## src/hw/adc_pkt_pkg.sv

```systemverilog
// How it works
// (RL1) Route field holds destination identifier, reset zero
// (RL2) Pin enable bit includes pin in sampling
// (RL3) Dropped flag read-only, cleared by general read
// (RL4) Width code zero sends upper eight bits
// (RL5) Samples always left aligned in their width
// (RL6) Code one: sixteen bits, high byte first
// (RL7) Code three: thirty-two bits, high byte first
// (RL8) Samples-per-packet field ends each packet
// (RL9) Zero count: packet ends on route or general register access
// (RL10) Calibration bit selects internal reference input
// (RL11) Software discards one sample after mode switch
// (RL12) Converter enable locks the pin register
// (RL13) Software disables converter before pin setup
// (RL14) First six pulses after enable send nothing
// (RL15) Software issues six pulses on each enable
// (RL16) Each later pulse sends the pin's sample
// (RL17) Reserved bits read zero, ignore writes
// (RL18) Busy output drops new sample, sets flag
package adc_pkt_pkg;
    localparam logic [7:0] ROUTE_OFF = 8'h1C;
    localparam logic [7:0] GEN_OFF   = 8'h20;
    localparam logic [7:0] ISTAT_OFF = 8'h24;
    localparam logic [7:0] ICLR_OFF  = 8'h28;
    localparam logic [7:0] IEN_OFF   = 8'h2C;

    localparam int PIN_EN_BIT = 0;
    localparam int ROUTE_LSB  = 8;
    localparam int GEN_EN_BIT = 0;
    localparam int CAL_BIT    = 1;
    localparam int SPP_LSB    = 8;
    localparam int WID_LSB    = 16;
    localparam int DROP_BIT   = 24;
    localparam int IRQ_DROP   = 0;
    localparam int IRQ_EOP    = 1;

    localparam logic [23:0] ROUTE_RST = 24'h000000;
    localparam logic [7:0]  SPP_RST   = 8'h01;
    localparam logic [1:0]  WID_RST   = 2'h1;
    localparam logic        DROP_RST  = 1'b1;

    localparam logic [1:0] WID_8  = 2'h0;
    localparam logic [1:0] WID_32 = 2'h3;
    localparam logic [2:0] CAL_PULSES = 3'h6;

    localparam logic [1:0] RESP_OKAY   = 2'h0;
    localparam logic [1:0] RESP_SLVERR = 2'h2;
endpackage

```

## src/hw/adc_pkt_ctrl.sv

```systemverilog
`timescale 1ns/1ps
module adc_pkt_ctrl (
    input  wire logic        aclk,
    input  wire logic        aresetn,
    input  wire logic        awvalid,
    output logic             awready,
    input  wire logic [7:0]  awaddr,
    input  wire logic        wvalid,
    output logic             wready,
    input  wire logic [31:0] wdata,
    input  wire logic [3:0]  wstrb,
    output logic             bvalid,
    input  wire logic        bready,
    output logic [1:0]       bresp,
    input  wire logic        arvalid,
    output logic             arready,
    input  wire logic [7:0]  araddr,
    output logic             rvalid,
    input  wire logic        rready,
    output logic [31:0]      rdata,
    output logic [1:0]       rresp,
    input  wire logic        sample_pulse,
    input  wire logic [11:0] conv_data,
    output logic             cal_sel,
    output logic             tx_valid,
    input  wire logic        tx_ready,
    output logic [7:0]       tx_data,
    output logic             tx_end,
    output logic [23:0]      tx_dest,
    output logic             irq
);
    import adc_pkt_pkg::*;

    logic        awready_r, wready_r, bvalid_r, arready_r, rvalid_r;
    logic [1:0]  bresp_r, rresp_r;
    logic [31:0] rdata_r, w_data_r;
    logic [7:0]  aw_addr_r;
    logic [3:0]  w_strb_r;
    logic [23:0] route_r;
    logic        pin_en_r, en_r, cal_r, drop_r;
    logic [7:0]  spp_r, pkt_cnt_r;
    logic [1:0]  wid_r, istat_r, ien_r;
    logic        irq_r, pkt_open_r, end_pend_r;
    logic [2:0]  cal_cnt_r, bytes_left_r;
    logic [31:0] sh_r;
    logic        tx_valid_r, tx_end_r;
    logic [7:0]  tx_data_r;

    assign awready = awready_r;
    assign wready  = wready_r;
    assign bvalid  = bvalid_r;
    assign bresp   = bresp_r;
    assign arready = arready_r;
    assign rvalid  = rvalid_r;
    assign rdata   = rdata_r;
    assign rresp   = rresp_r;
    assign cal_sel = cal_r;      // [RL10]
    assign tx_valid = tx_valid_r;
    assign tx_data  = tx_data_r;
    assign tx_end   = tx_end_r;
    assign tx_dest  = route_r;   // [RL1]
    assign irq      = irq_r;

    // Bus decode
    wire        wr_fire  = !awready_r && !wready_r && !bvalid_r;
    wire        ar_fire  = arvalid && arready_r;
    wire [7:0]  wa       = {aw_addr_r[7:2], 2'b00};
    wire [7:0]  ra       = {araddr[7:2], 2'b00};
    wire        wr_route = wa == ROUTE_OFF;
    wire        wr_gen   = wa == GEN_OFF;
    wire        wr_iclr  = wa == ICLR_OFF;
    wire        wr_ien   = wa == IEN_OFF;
    wire        wr_hit   = wr_route || wr_gen || wr_iclr || wr_ien;
    wire        rd_route = ra == ROUTE_OFF;
    wire        rd_gen   = ra == GEN_OFF;
    wire        rd_istat = ra == ISTAT_OFF;
    wire        rd_ien   = ra == IEN_OFF;
    wire        rd_hit   = rd_route || rd_gen || rd_istat || rd_ien;

    wire [31:0] wmask;
    genvar gi;
    generate
        for (gi = 0; gi < 4; gi++) begin : g_mask
            assign wmask[8*gi +: 8] = {8{w_strb_r[gi]}};
        end
    endgenerate

    // Stored fields only; reserved positions stay zero
    wire [31:0] route_q = {route_r, 7'h00, pin_en_r};          // [RL17]
    wire [31:0] gen_q   = {7'h00, drop_r, 6'h00, wid_r, spp_r,
                           6'h00, cal_r, en_r};                 // [RL17]
    wire [31:0] ien_q   = {30'h0, ien_r};
    wire [31:0] route_w = (route_q & ~wmask) | (w_data_r & wmask);
    wire [31:0] gen_w   = (gen_q & ~wmask) | (w_data_r & wmask);
    wire [31:0] ien_w   = (ien_q & ~wmask) | (w_data_r & wmask);
    wire [1:0]  iclr_w  = w_data_r[1:0] & {2{w_strb_r[0]}};

    wire [31:0] rd_val  = rd_route ? route_q :
                          rd_gen   ? gen_q :
                          rd_istat ? {30'h0, istat_r} :
                          rd_ien   ? ien_q : 32'h00000000;

    // Pin register is frozen while the converter runs
    wire        route_we = wr_fire && wr_route && !en_r;        // [RL12]
    wire        gen_we   = wr_fire && wr_gen;

    // Sample path
    wire        cal_done = cal_cnt_r == CAL_PULSES;
    wire        take     = sample_pulse && en_r && pin_en_r
                           && cal_done;                 // [RL2] [RL14]
    wire        reg_acc  = (wr_fire && (wr_route || wr_gen))
                           || (ar_fire && (rd_route || rd_gen));
    wire        acc_term = reg_acc && spp_r == 8'h00
                           && pkt_open_r;                       // [RL9]
    // One sample in flight, unaccepted last byte and pending end included
    wire        busy     = bytes_left_r != 3'h0 || end_pend_r
                           || (tx_valid_r && !tx_ready) || acc_term;
    wire        load     = take && !busy;                       // [RL16]
    wire        drop_ev  = take && busy;                        // [RL18]
    wire        spp_hit  = spp_r != 8'h00
                           && pkt_cnt_r + 8'h01 == spp_r;       // [RL8]
    wire [31:0] s8       = {conv_data[11:4], 24'h000000};       // [RL4]
    wire [31:0] s16      = {conv_data, 4'h0, 16'h0000};         // [RL6]
    wire [31:0] s32      = {conv_data, 20'h00000};              // [RL7]
    wire [31:0] s_word   = wid_r == WID_8  ? s8 :
                           wid_r == WID_32 ? s32 : s16;         // [RL5]
    wire [2:0]  s_bytes  = wid_r == WID_8  ? 3'h1 :
                           wid_r == WID_32 ? 3'h4 : 3'h2;
    wire        tx_free  = !tx_valid_r || tx_ready;
    wire        send_b   = tx_free && bytes_left_r != 3'h0;
    wire        send_e   = tx_free && bytes_left_r == 3'h0 && end_pend_r;
    wire [1:0]  ev       = {send_e, drop_ev};

    always_ff @(posedge aclk) begin
        if (!aresetn) begin
            awready_r <= 1'b1;
            wready_r  <= 1'b1;
            bvalid_r  <= 1'b0;
            bresp_r   <= RESP_OKAY;
            aw_addr_r <= 8'h00;
            w_data_r  <= 32'h00000000;
            w_strb_r  <= 4'h0;
        end else begin
            if (awvalid && awready_r) begin
                awready_r <= 1'b0;
                aw_addr_r <= awaddr;
            end
            if (wvalid && wready_r) begin
                wready_r <= 1'b0;
                w_data_r <= wdata;
                w_strb_r <= wstrb;
            end
            if (wr_fire) begin
                bvalid_r  <= 1'b1;
                bresp_r   <= wr_hit ? RESP_OKAY : RESP_SLVERR;
                awready_r <= 1'b1;
                wready_r  <= 1'b1;
            end else if (bvalid_r && bready) begin
                bvalid_r <= 1'b0;
            end
        end
    end

    always_ff @(posedge aclk) begin
        if (!aresetn) begin
            arready_r <= 1'b1;
            rvalid_r  <= 1'b0;
            rdata_r   <= 32'h00000000;
            rresp_r   <= RESP_OKAY;
        end else if (ar_fire) begin
            arready_r <= 1'b0;
            rvalid_r  <= 1'b1;
            rdata_r   <= rd_val;
            rresp_r   <= rd_hit ? RESP_OKAY : RESP_SLVERR;
        end else if (rvalid_r && rready) begin
            rvalid_r  <= 1'b0;
            arready_r <= 1'b1;
        end
    end

    always_ff @(posedge aclk) begin
        if (!aresetn) begin
            route_r  <= ROUTE_RST;
            pin_en_r <= 1'b0;
            en_r     <= 1'b0;
            cal_r    <= 1'b0;
            spp_r    <= SPP_RST;
            wid_r    <= WID_RST;
            ien_r    <= 2'h0;
        end else begin
            if (route_we) begin
                route_r  <= route_w[31:ROUTE_LSB];              // [RL1]
                pin_en_r <= route_w[PIN_EN_BIT];                // [RL2]
            end
            if (gen_we) begin
                en_r  <= gen_w[GEN_EN_BIT];
                cal_r <= gen_w[CAL_BIT];                        // [RL10]
                spp_r <= gen_w[SPP_LSB +: 8];
                wid_r <= gen_w[WID_LSB +: 2];
            end
            if (wr_fire && wr_ien) begin
                ien_r <= ien_w[1:0];
            end
        end
    end

    // Event set beats a clear in the same cycle
    always_ff @(posedge aclk) begin
        if (!aresetn) begin
            drop_r  <= DROP_RST;
            istat_r <= 2'h0;
            irq_r   <= 1'b0;
        end else begin
            if (drop_ev) begin
                drop_r <= 1'b1;                                 // [RL18]
            end else if (ar_fire && rd_gen) begin
                drop_r <= 1'b0;                                 // [RL3]
            end
            istat_r <= (istat_r & ~(wr_fire && wr_iclr ? iclr_w : 2'h0))
                       | ev;
            irq_r   <= |(istat_r & ien_r);
        end
    end

    // Calibration pulses restart whenever the converter is off
    always_ff @(posedge aclk) begin
        if (!aresetn || !en_r) begin
            cal_cnt_r <= 3'h0;
        end else if (sample_pulse && !cal_done) begin
            cal_cnt_r <= cal_cnt_r + 3'h1;                      // [RL14]
        end
    end

    always_ff @(posedge aclk) begin
        if (!aresetn) begin
            sh_r         <= 32'h00000000;
            bytes_left_r <= 3'h0;
        end else if (load) begin
            sh_r         <= s_word;
            bytes_left_r <= s_bytes;
        end else if (send_b) begin
            sh_r         <= {sh_r[23:0], 8'h00};                // [RL6]
            bytes_left_r <= bytes_left_r - 3'h1;
        end
    end

    always_ff @(posedge aclk) begin
        if (!aresetn) begin
            pkt_cnt_r  <= 8'h00;
            pkt_open_r <= 1'b0;
            end_pend_r <= 1'b0;
        end else begin
            if (acc_term || (load && spp_hit)) begin
                pkt_cnt_r  <= 8'h00;
                pkt_open_r <= 1'b0;
            end else if (load) begin
                pkt_cnt_r  <= pkt_cnt_r + 8'h01;
                pkt_open_r <= 1'b1;
            end
            if (acc_term || (load && spp_hit)) begin
                end_pend_r <= 1'b1;                     // [RL8] [RL9]
            end else if (send_e) begin
                end_pend_r <= 1'b0;
            end
        end
    end

    always_ff @(posedge aclk) begin
        if (!aresetn) begin
            tx_valid_r <= 1'b0;
            tx_end_r   <= 1'b0;
            tx_data_r  <= 8'h00;
        end else if (send_b) begin
            tx_valid_r <= 1'b1;
            tx_end_r   <= 1'b0;
            tx_data_r  <= sh_r[31:24];                          // [RL7]
        end else if (send_e) begin
            tx_valid_r <= 1'b1;
            tx_end_r   <= 1'b1;
            tx_data_r  <= 8'h00;
        end else if (tx_free) begin
            tx_valid_r <= 1'b0;
            tx_end_r   <= 1'b0;
        end
    end
endmodule

```

## config.mk

```make
export PLATFORM = sky130hd
export DESIGN_NAME = adc_pkt_ctrl
export DESIGN_NICKNAME = d
export VERILOG_FILES = /design/src/hw/adc_pkt_pkg.sv /design/src/hw/adc_pkt_ctrl.sv
export SDC_FILE = /design/constraint.sdc
export NUM_CORES = 1
export LEC_CHECK = 0
export ABC_CLOCK_PERIOD_IN_PS = 3000
export BUFFER_PORTS_ARGS = -buffer_cell sky130_fd_sc_hd__buf_2
export CAP_MARGIN = 20
export CELL_PAD_IN_SITES_DETAIL_PLACEMENT = 1
export CELL_PAD_IN_SITES_GLOBAL_PLACEMENT = 2
export CORE_ASPECT_RATIO = 1.1
export CORE_MARGIN = 2
export CORE_UTILIZATION = 25
export DETAILED_ROUTE_END_ITERATION = 8
export PLACE_DENSITY = 0.64
export SYNTH_ARGS = -nofsm -noshare
export SYNTH_HDL_FRONTEND = slang
export SYNTH_SLANG_ARGS = --single-unit
```

## constraint.sdc

```tcl
create_clock -name aclk -period 3 [get_ports aclk]
set_input_delay 0.45 -clock aclk [delete_from_list [all_inputs] [get_ports aclk]]
set_output_delay 0.45 -clock aclk [all_outputs]
set_load 0.1 [all_outputs]
```

Word-level counts from Yosys, hierarchy flattened --
Index checks and enable logic that the tools add are counted.
Word-level totals: flip-flop bits (word level) 186, input port bits 73, output and inout bits 77, logic and storage cells 153
Cells by class: add/subtract/negate cells 3, equal/unequal tests 11, muxes and demuxes 27, bitwise logic cells 14, reduce and logical (&&, ||, !) cells 68
Operators by type and width (number):
- $mux 32 | 3
- $and 32x32->32 | 2
- $eq 6x4->1 const B | 6
- $not 32->32 | 1
- $or 32x32->32 | 1
- $logic_and 1x1->1 | 29
- $mux 25 | 1
- $mux 24 | 1
- $and 18x18->18 | 1
- $or 18x18->18 | 1
- $mux 8 | 2
- $logic_or 1x1->1 | 13
- $eq 6x3->1 const B | 2
- $mux 3 | 4
- $reduce_bool 2->1 | 6
- $mux 1 | 11
- $mux 2 | 5
- $reduce_or 2->1 | 5
- $logic_not 1->1 | 9
- $add 8x1->8 const B | 1
- $and 2x2->2 | 4
- $eq 8x8->1 | 1
- $logic_not 8->1 | 1
- $reduce_bool 8->1 | 1
- other kinds (10) | 12

Logic depth before layout (Yosys ltp) --
depth after elaboration 13, gate-level depth with buffers 10, depth with buffers taken out 8

Least setup slack after synthesis --
OpenSTA, ideal clock, no wires.
kind register -> register, start point reg awready_r, in the netlist awready, end point reg (tool-made name), arrival 2435 ps, slack 429 ps, cell stages (with the launch flop) 9, buffers on the path 2, cell sequence dfxtp_1 > buf_6 > or3_1 > buf_2 > or3_4 > nor4_4 > nand2_1 > nand2_1 > nand3_1
RTL lines:
- from (decl) | RTL line adc_pkt_ctrl.sv:34 | logic awready_r, wready_r, bvalid_r, arready_r, rvalid_r;
- from (signal assigned) | RTL line adc_pkt_ctrl.sv:136 | awready_r <= 1'b1;
- from (signal assigned) | RTL line adc_pkt_ctrl.sv:145 | awready_r <= 1'b0;
- from (signal assigned) | RTL line adc_pkt_ctrl.sv:156 | awready_r <= 1'b1;

Final worst setup path --
start point reg pkt_cnt_r[0], end point reg pkt_cnt_r[5]
On the way: longest elaborated chain between the ends 6
Ends and longest elaborated chain:
- from (decl) | RTL line adc_pkt_ctrl.sv:41 | logic [7:0] spp_r, pkt_cnt_r;
- from (signal assigned) | RTL line adc_pkt_ctrl.sv:257 | pkt_cnt_r <= pkt_cnt_r + 8'h01;
- $add 8x1->8 * | RTL line adc_pkt_ctrl.sv:121, adc_pkt_ctrl.sv:257
- $eq 8x8->1 | RTL line adc_pkt_ctrl.sv:121 | && pkt_cnt_r + 8'h01 == spp_r;
- $logic_and 1x1->1 | RTL line adc_pkt_ctrl.sv:121
- $logic_and 1x1->1 | RTL line adc_pkt_ctrl.sv:253 | if (acc_term || (load && spp_hit)) begin
- $logic_or 1x1->1 | RTL line adc_pkt_ctrl.sv:253
- $reduce_or 2->1 (no line)
Every way passes the cells marked *; elsewhere a longest branch is shown, timed or not. A chain may end at the register's enable or synchronous reset.

==> metrics <==
main combinational cell family by area after synthesis simple AND/OR/NAND/NOR gates; final number of max-transition violations 0; Max clock buf depth 2; CP startpoint kind flop; met2 demand-to-capacity share in global routing 24.8%; layout overhead on the synthesized area 24.1%; Post-synth EDFFs 0; share of Yosys cell area claimed by the top area cell type 47.6%; vias per std cell 4.77; CP Cell Sequence ha_1, and3_1, nand3_1, xnor2_1, nand4b_1, nand4_1, o311ai_0; path depth of the worst reg2reg path 7; count of hold buffers inserted by post-cts repair 0; critical-path maximum fanout 7; Detail Placement HPWL 14.1 mm; mean routed wirelength per cell 16.5 um; share of final-layout standard cells stronger than drive strength 1 20.8%; power density relative to cell area 647 nW/um^2; required time of the worst setup path 3.31 ns; Core Footprint 24600 um^2; adder-cell share of the synthesized area 1.39%; R2R Setup Slk 0.63 ns; critical path launch point pkt_cnt_r[0]; number of buffer and inverter stages on the critical path 0; post-synthesis instance area 6310 um^2; cell count after synthesis 779; end point of the critical path pkt_cnt_r[5]; wire length of the first global-routing pass 31.9 mm; Synth Area in Simple Gates 27.1%; Syn Area/Cell 8.10 um^2; R2R Path Start pkt_cnt_r[0]; grt met3 use 3.47%; antenna-violating nets left 0; met1 capacity usage during global routing 20.6%; Setup Buffers After CTS 0; footprint of the multi-input gates 3000 um^2; global placer's final weighted congestion 0.732; transition time of the tightest slew-check pin 0.882 ns; slowest library cell on the worst path sky130_fd_sc_hd__dfxtp_1; ranking of synthesized cells by instance count 190 x sky130_fd_sc_hd__nand2_1, 150 x sky130_fd_sc_hd__dfxtp_1, 112 x sky130_fd_sc_hd__a21oi_1, 59 x sky130_fd_sc_hd__nand3_1, 43 x sky130_fd_sc_hd__clkbuf_1; Main synth FF type sky130_fd_sc_hd__dfxtp_1; leakage power of the design 3.05 nW; CTS H-tree lvls 4; clock transition at the register clock pins on the worst setup and hold paths after CTS 0.07 ns; fraction of synthesis flops using an asynchronous set or reset pin 0%; Worst-Skew Late Latency 0.43 ns; GRT Residual Overflow 0; Die Footprint 26500 um^2; # fillers 2963; highest achievable clock rate 423 MHz; most crowded layer after global routing met2; Worst EP arrival 2.67 ns; Finished Cell Area 7830 um^2; total of warnings raised by yosys 0; number of DRC violations after detailed routing 0; count of boundary I/O pins 150; drt first-iter violations 187; clock tree from TritonCTS built; cell area after placement 7240 um^2; Max rail drop VDD 0.000356 V; fraction of the mapped netlist area in compound gates 16.3%; class of the tightest hold or removal check in -> reg; total clock buffers created by CTS 17; category of the worst setup path capture point flop; RSZ-0062 raised after global routing false; horizontal die dimension 155 um; Top Family by Delay on Critical Path simple AND/OR/NAND/NOR gates; sequential area share after synthesis 47.6%; aggregate routed wire length 20.0 mm; total of buffers placed on input and output ports 131; Site Rows 60; number of nets in the finished design 972; first-pass iteration count of the detailed router 4; capturing point of the worst reg2reg path pkt_cnt_r[5]; number of sinks on the clock net 150; start-to-end type of the worst setup path reg -> reg; cell depth of the worst min-delay path 3; Die Span Y 171 um; largest net degree at the start of global routing 75; Final Hold Violating Endpoints 0; number of max-cap violations 0; Layout Skew 0.0110 ns; setup TNS 0 ns; multiplexer share of the synthesized area 0.476%; Final Cycle Share 78.9%; total of cells resized after clock tree synthesis 0; flip-flop and latch area 3000 um^2; Synth Area in XOR/XNOR 1.67%; result of the run finished clean; max incr delay on CP 0.44 ns; most used standard cell by instance count after synthesis sky130_fd_sc_hd__nand2_1; min cycle time layout 2.37 ns; number of distinct library cells after synthesis 53; number of global-route vias before repair 5875; Synth area leader sky130_fd_sc_hd__dfxtp_1; antenna violations before repair 1; GRT Overall Usage 15.3%; initial core utilization 25.6%; headroom to the max-slew limit 41.2%; Final setup viols 0; final worst hold slack 0.255 ns; cell chosen for the clock root sky130_fd_sc_hd__clkbuf_16; Area contributors post-synth sky130_fd_sc_hd__dfxtp_1 48%, sky130_fd_sc_hd__nand2_1 11%, sky130_fd_sc_hd__a21oi_1 8.9%; register bit count reported by yosys 150; count of cell instances traversed by the critical path 7; total vias in the final route 5798
-- kinds of logic (layout without fill, tap and decap cells) --
kind of cell,count (synthesis),after routing
and+or+nand+nor,362,362
AOI/OAI and AO/OA,171,171
DFF,150,150
buffers and inverters,73,191
xor gates and xnor gates,12,12
adders and majority gates,7,7
muxes,3,3
other,1,9
-- stage by stage --
step	cells	power (mW)	util (%)	setup slack [ns]
after CTS	1214	5.15	31.8	0.643
after global placement	1183	2.95	29.4	0.618
after detailed placement	1183	2.95	29.4	0.603
final	1215	5.07	31.8	0.634
after floorplan	786	2.74	-	0.429
after global routing	1214	5.29	31.8	0.352
-- tightest hold or removal path, stage by stage --
cell	delay (ns)
sky130_fd_sc_hd__buf_2	0.10
sky130_fd_sc_hd__nand2_1	0.04
sky130_fd_sc_hd__a21oi_1	0.05
-- cells in the final DEF (no fill, tap or decap), types with 4 or more instances in the layout --
cell type and instances:
sky130_fd_sc_hd__nor2b_1 8, sky130_fd_sc_hd__nor3_1 23, sky130_fd_sc_hd__nand3_1 59, sky130_fd_sc_hd__o311ai_0 4
sky130_fd_sc_hd__nand4b_1 10, sky130_fd_sc_hd__nor2_1 26, sky130_fd_sc_hd__nand2_1 190, sky130_fd_sc_hd__or3_1 5
sky130_fd_sc_hd__o21ai_0 6, sky130_fd_sc_hd__clkbuf_16 17, sky130_fd_sc_hd__nand4_1 8, sky130_fd_sc_hd__xnor2_1 5
sky130_fd_sc_hd__inv_1 9, sky130_fd_sc_hd__dfxtp_1 150, sky130_fd_sc_hd__nand2b_1 10, sky130_fd_sc_hd__a211oi_1 4
sky130_fd_sc_hd__a221oi_1 13, sky130_fd_sc_hd__ha_1 7, sky130_fd_sc_hd__and2_1 5, sky130_fd_sc_hd__buf_4 18
sky130_fd_sc_hd__o211ai_1 12, sky130_fd_sc_hd__o21a_1 4, sky130_fd_sc_hd__xor2_1 7, sky130_fd_sc_hd__conb_1 8
sky130_fd_sc_hd__buf_2 131, sky130_fd_sc_hd__a21oi_1 112, sky130_fd_sc_hd__clkinv_4 5, sky130_fd_sc_hd__a311oi_1 5
-- metal layers --
metal	vias up	share of wire [%]
met3	15	4.6
met4	0	0.96
met1	2758	49
li1	2911	-
met2	114	46
met5	-	0
-- worst min-delay path by stage --
stage                      start            to  slack (ns)
global route           wdata[29]  w_data_r[29]        0.25
finish                 wdata[25]  w_data_r[25]        0.26
floorplan               sh_r[28]    tx_data[4]        0.43
CTS                    wdata[29]  w_data_r[29]        0.24
global placement    w_data_r[20]  w_data_r[20]        0.44
detailed placement     rdata[23]     rdata[23]        0.44
-- report_power, final --
part           internal (mW)  switching (mW)  leakage [nW]
clock                   1.25           0.918         0.279
sequential              2.07          0.0562          1.22
combinational          0.188           0.588          1.55
-- layout make-up --
class,count,area share (%)
flip-flops and latches,150,38.4
diodes,1,0.0320
clock inverters,13,1.90
multi-input cells,563,38.3
well taps,310,4.96
clock buffers,18,5.61
inverters,10,0.512
repair buffers,150,10.4
Note: power is estimated with default switching activity, not from simulation.
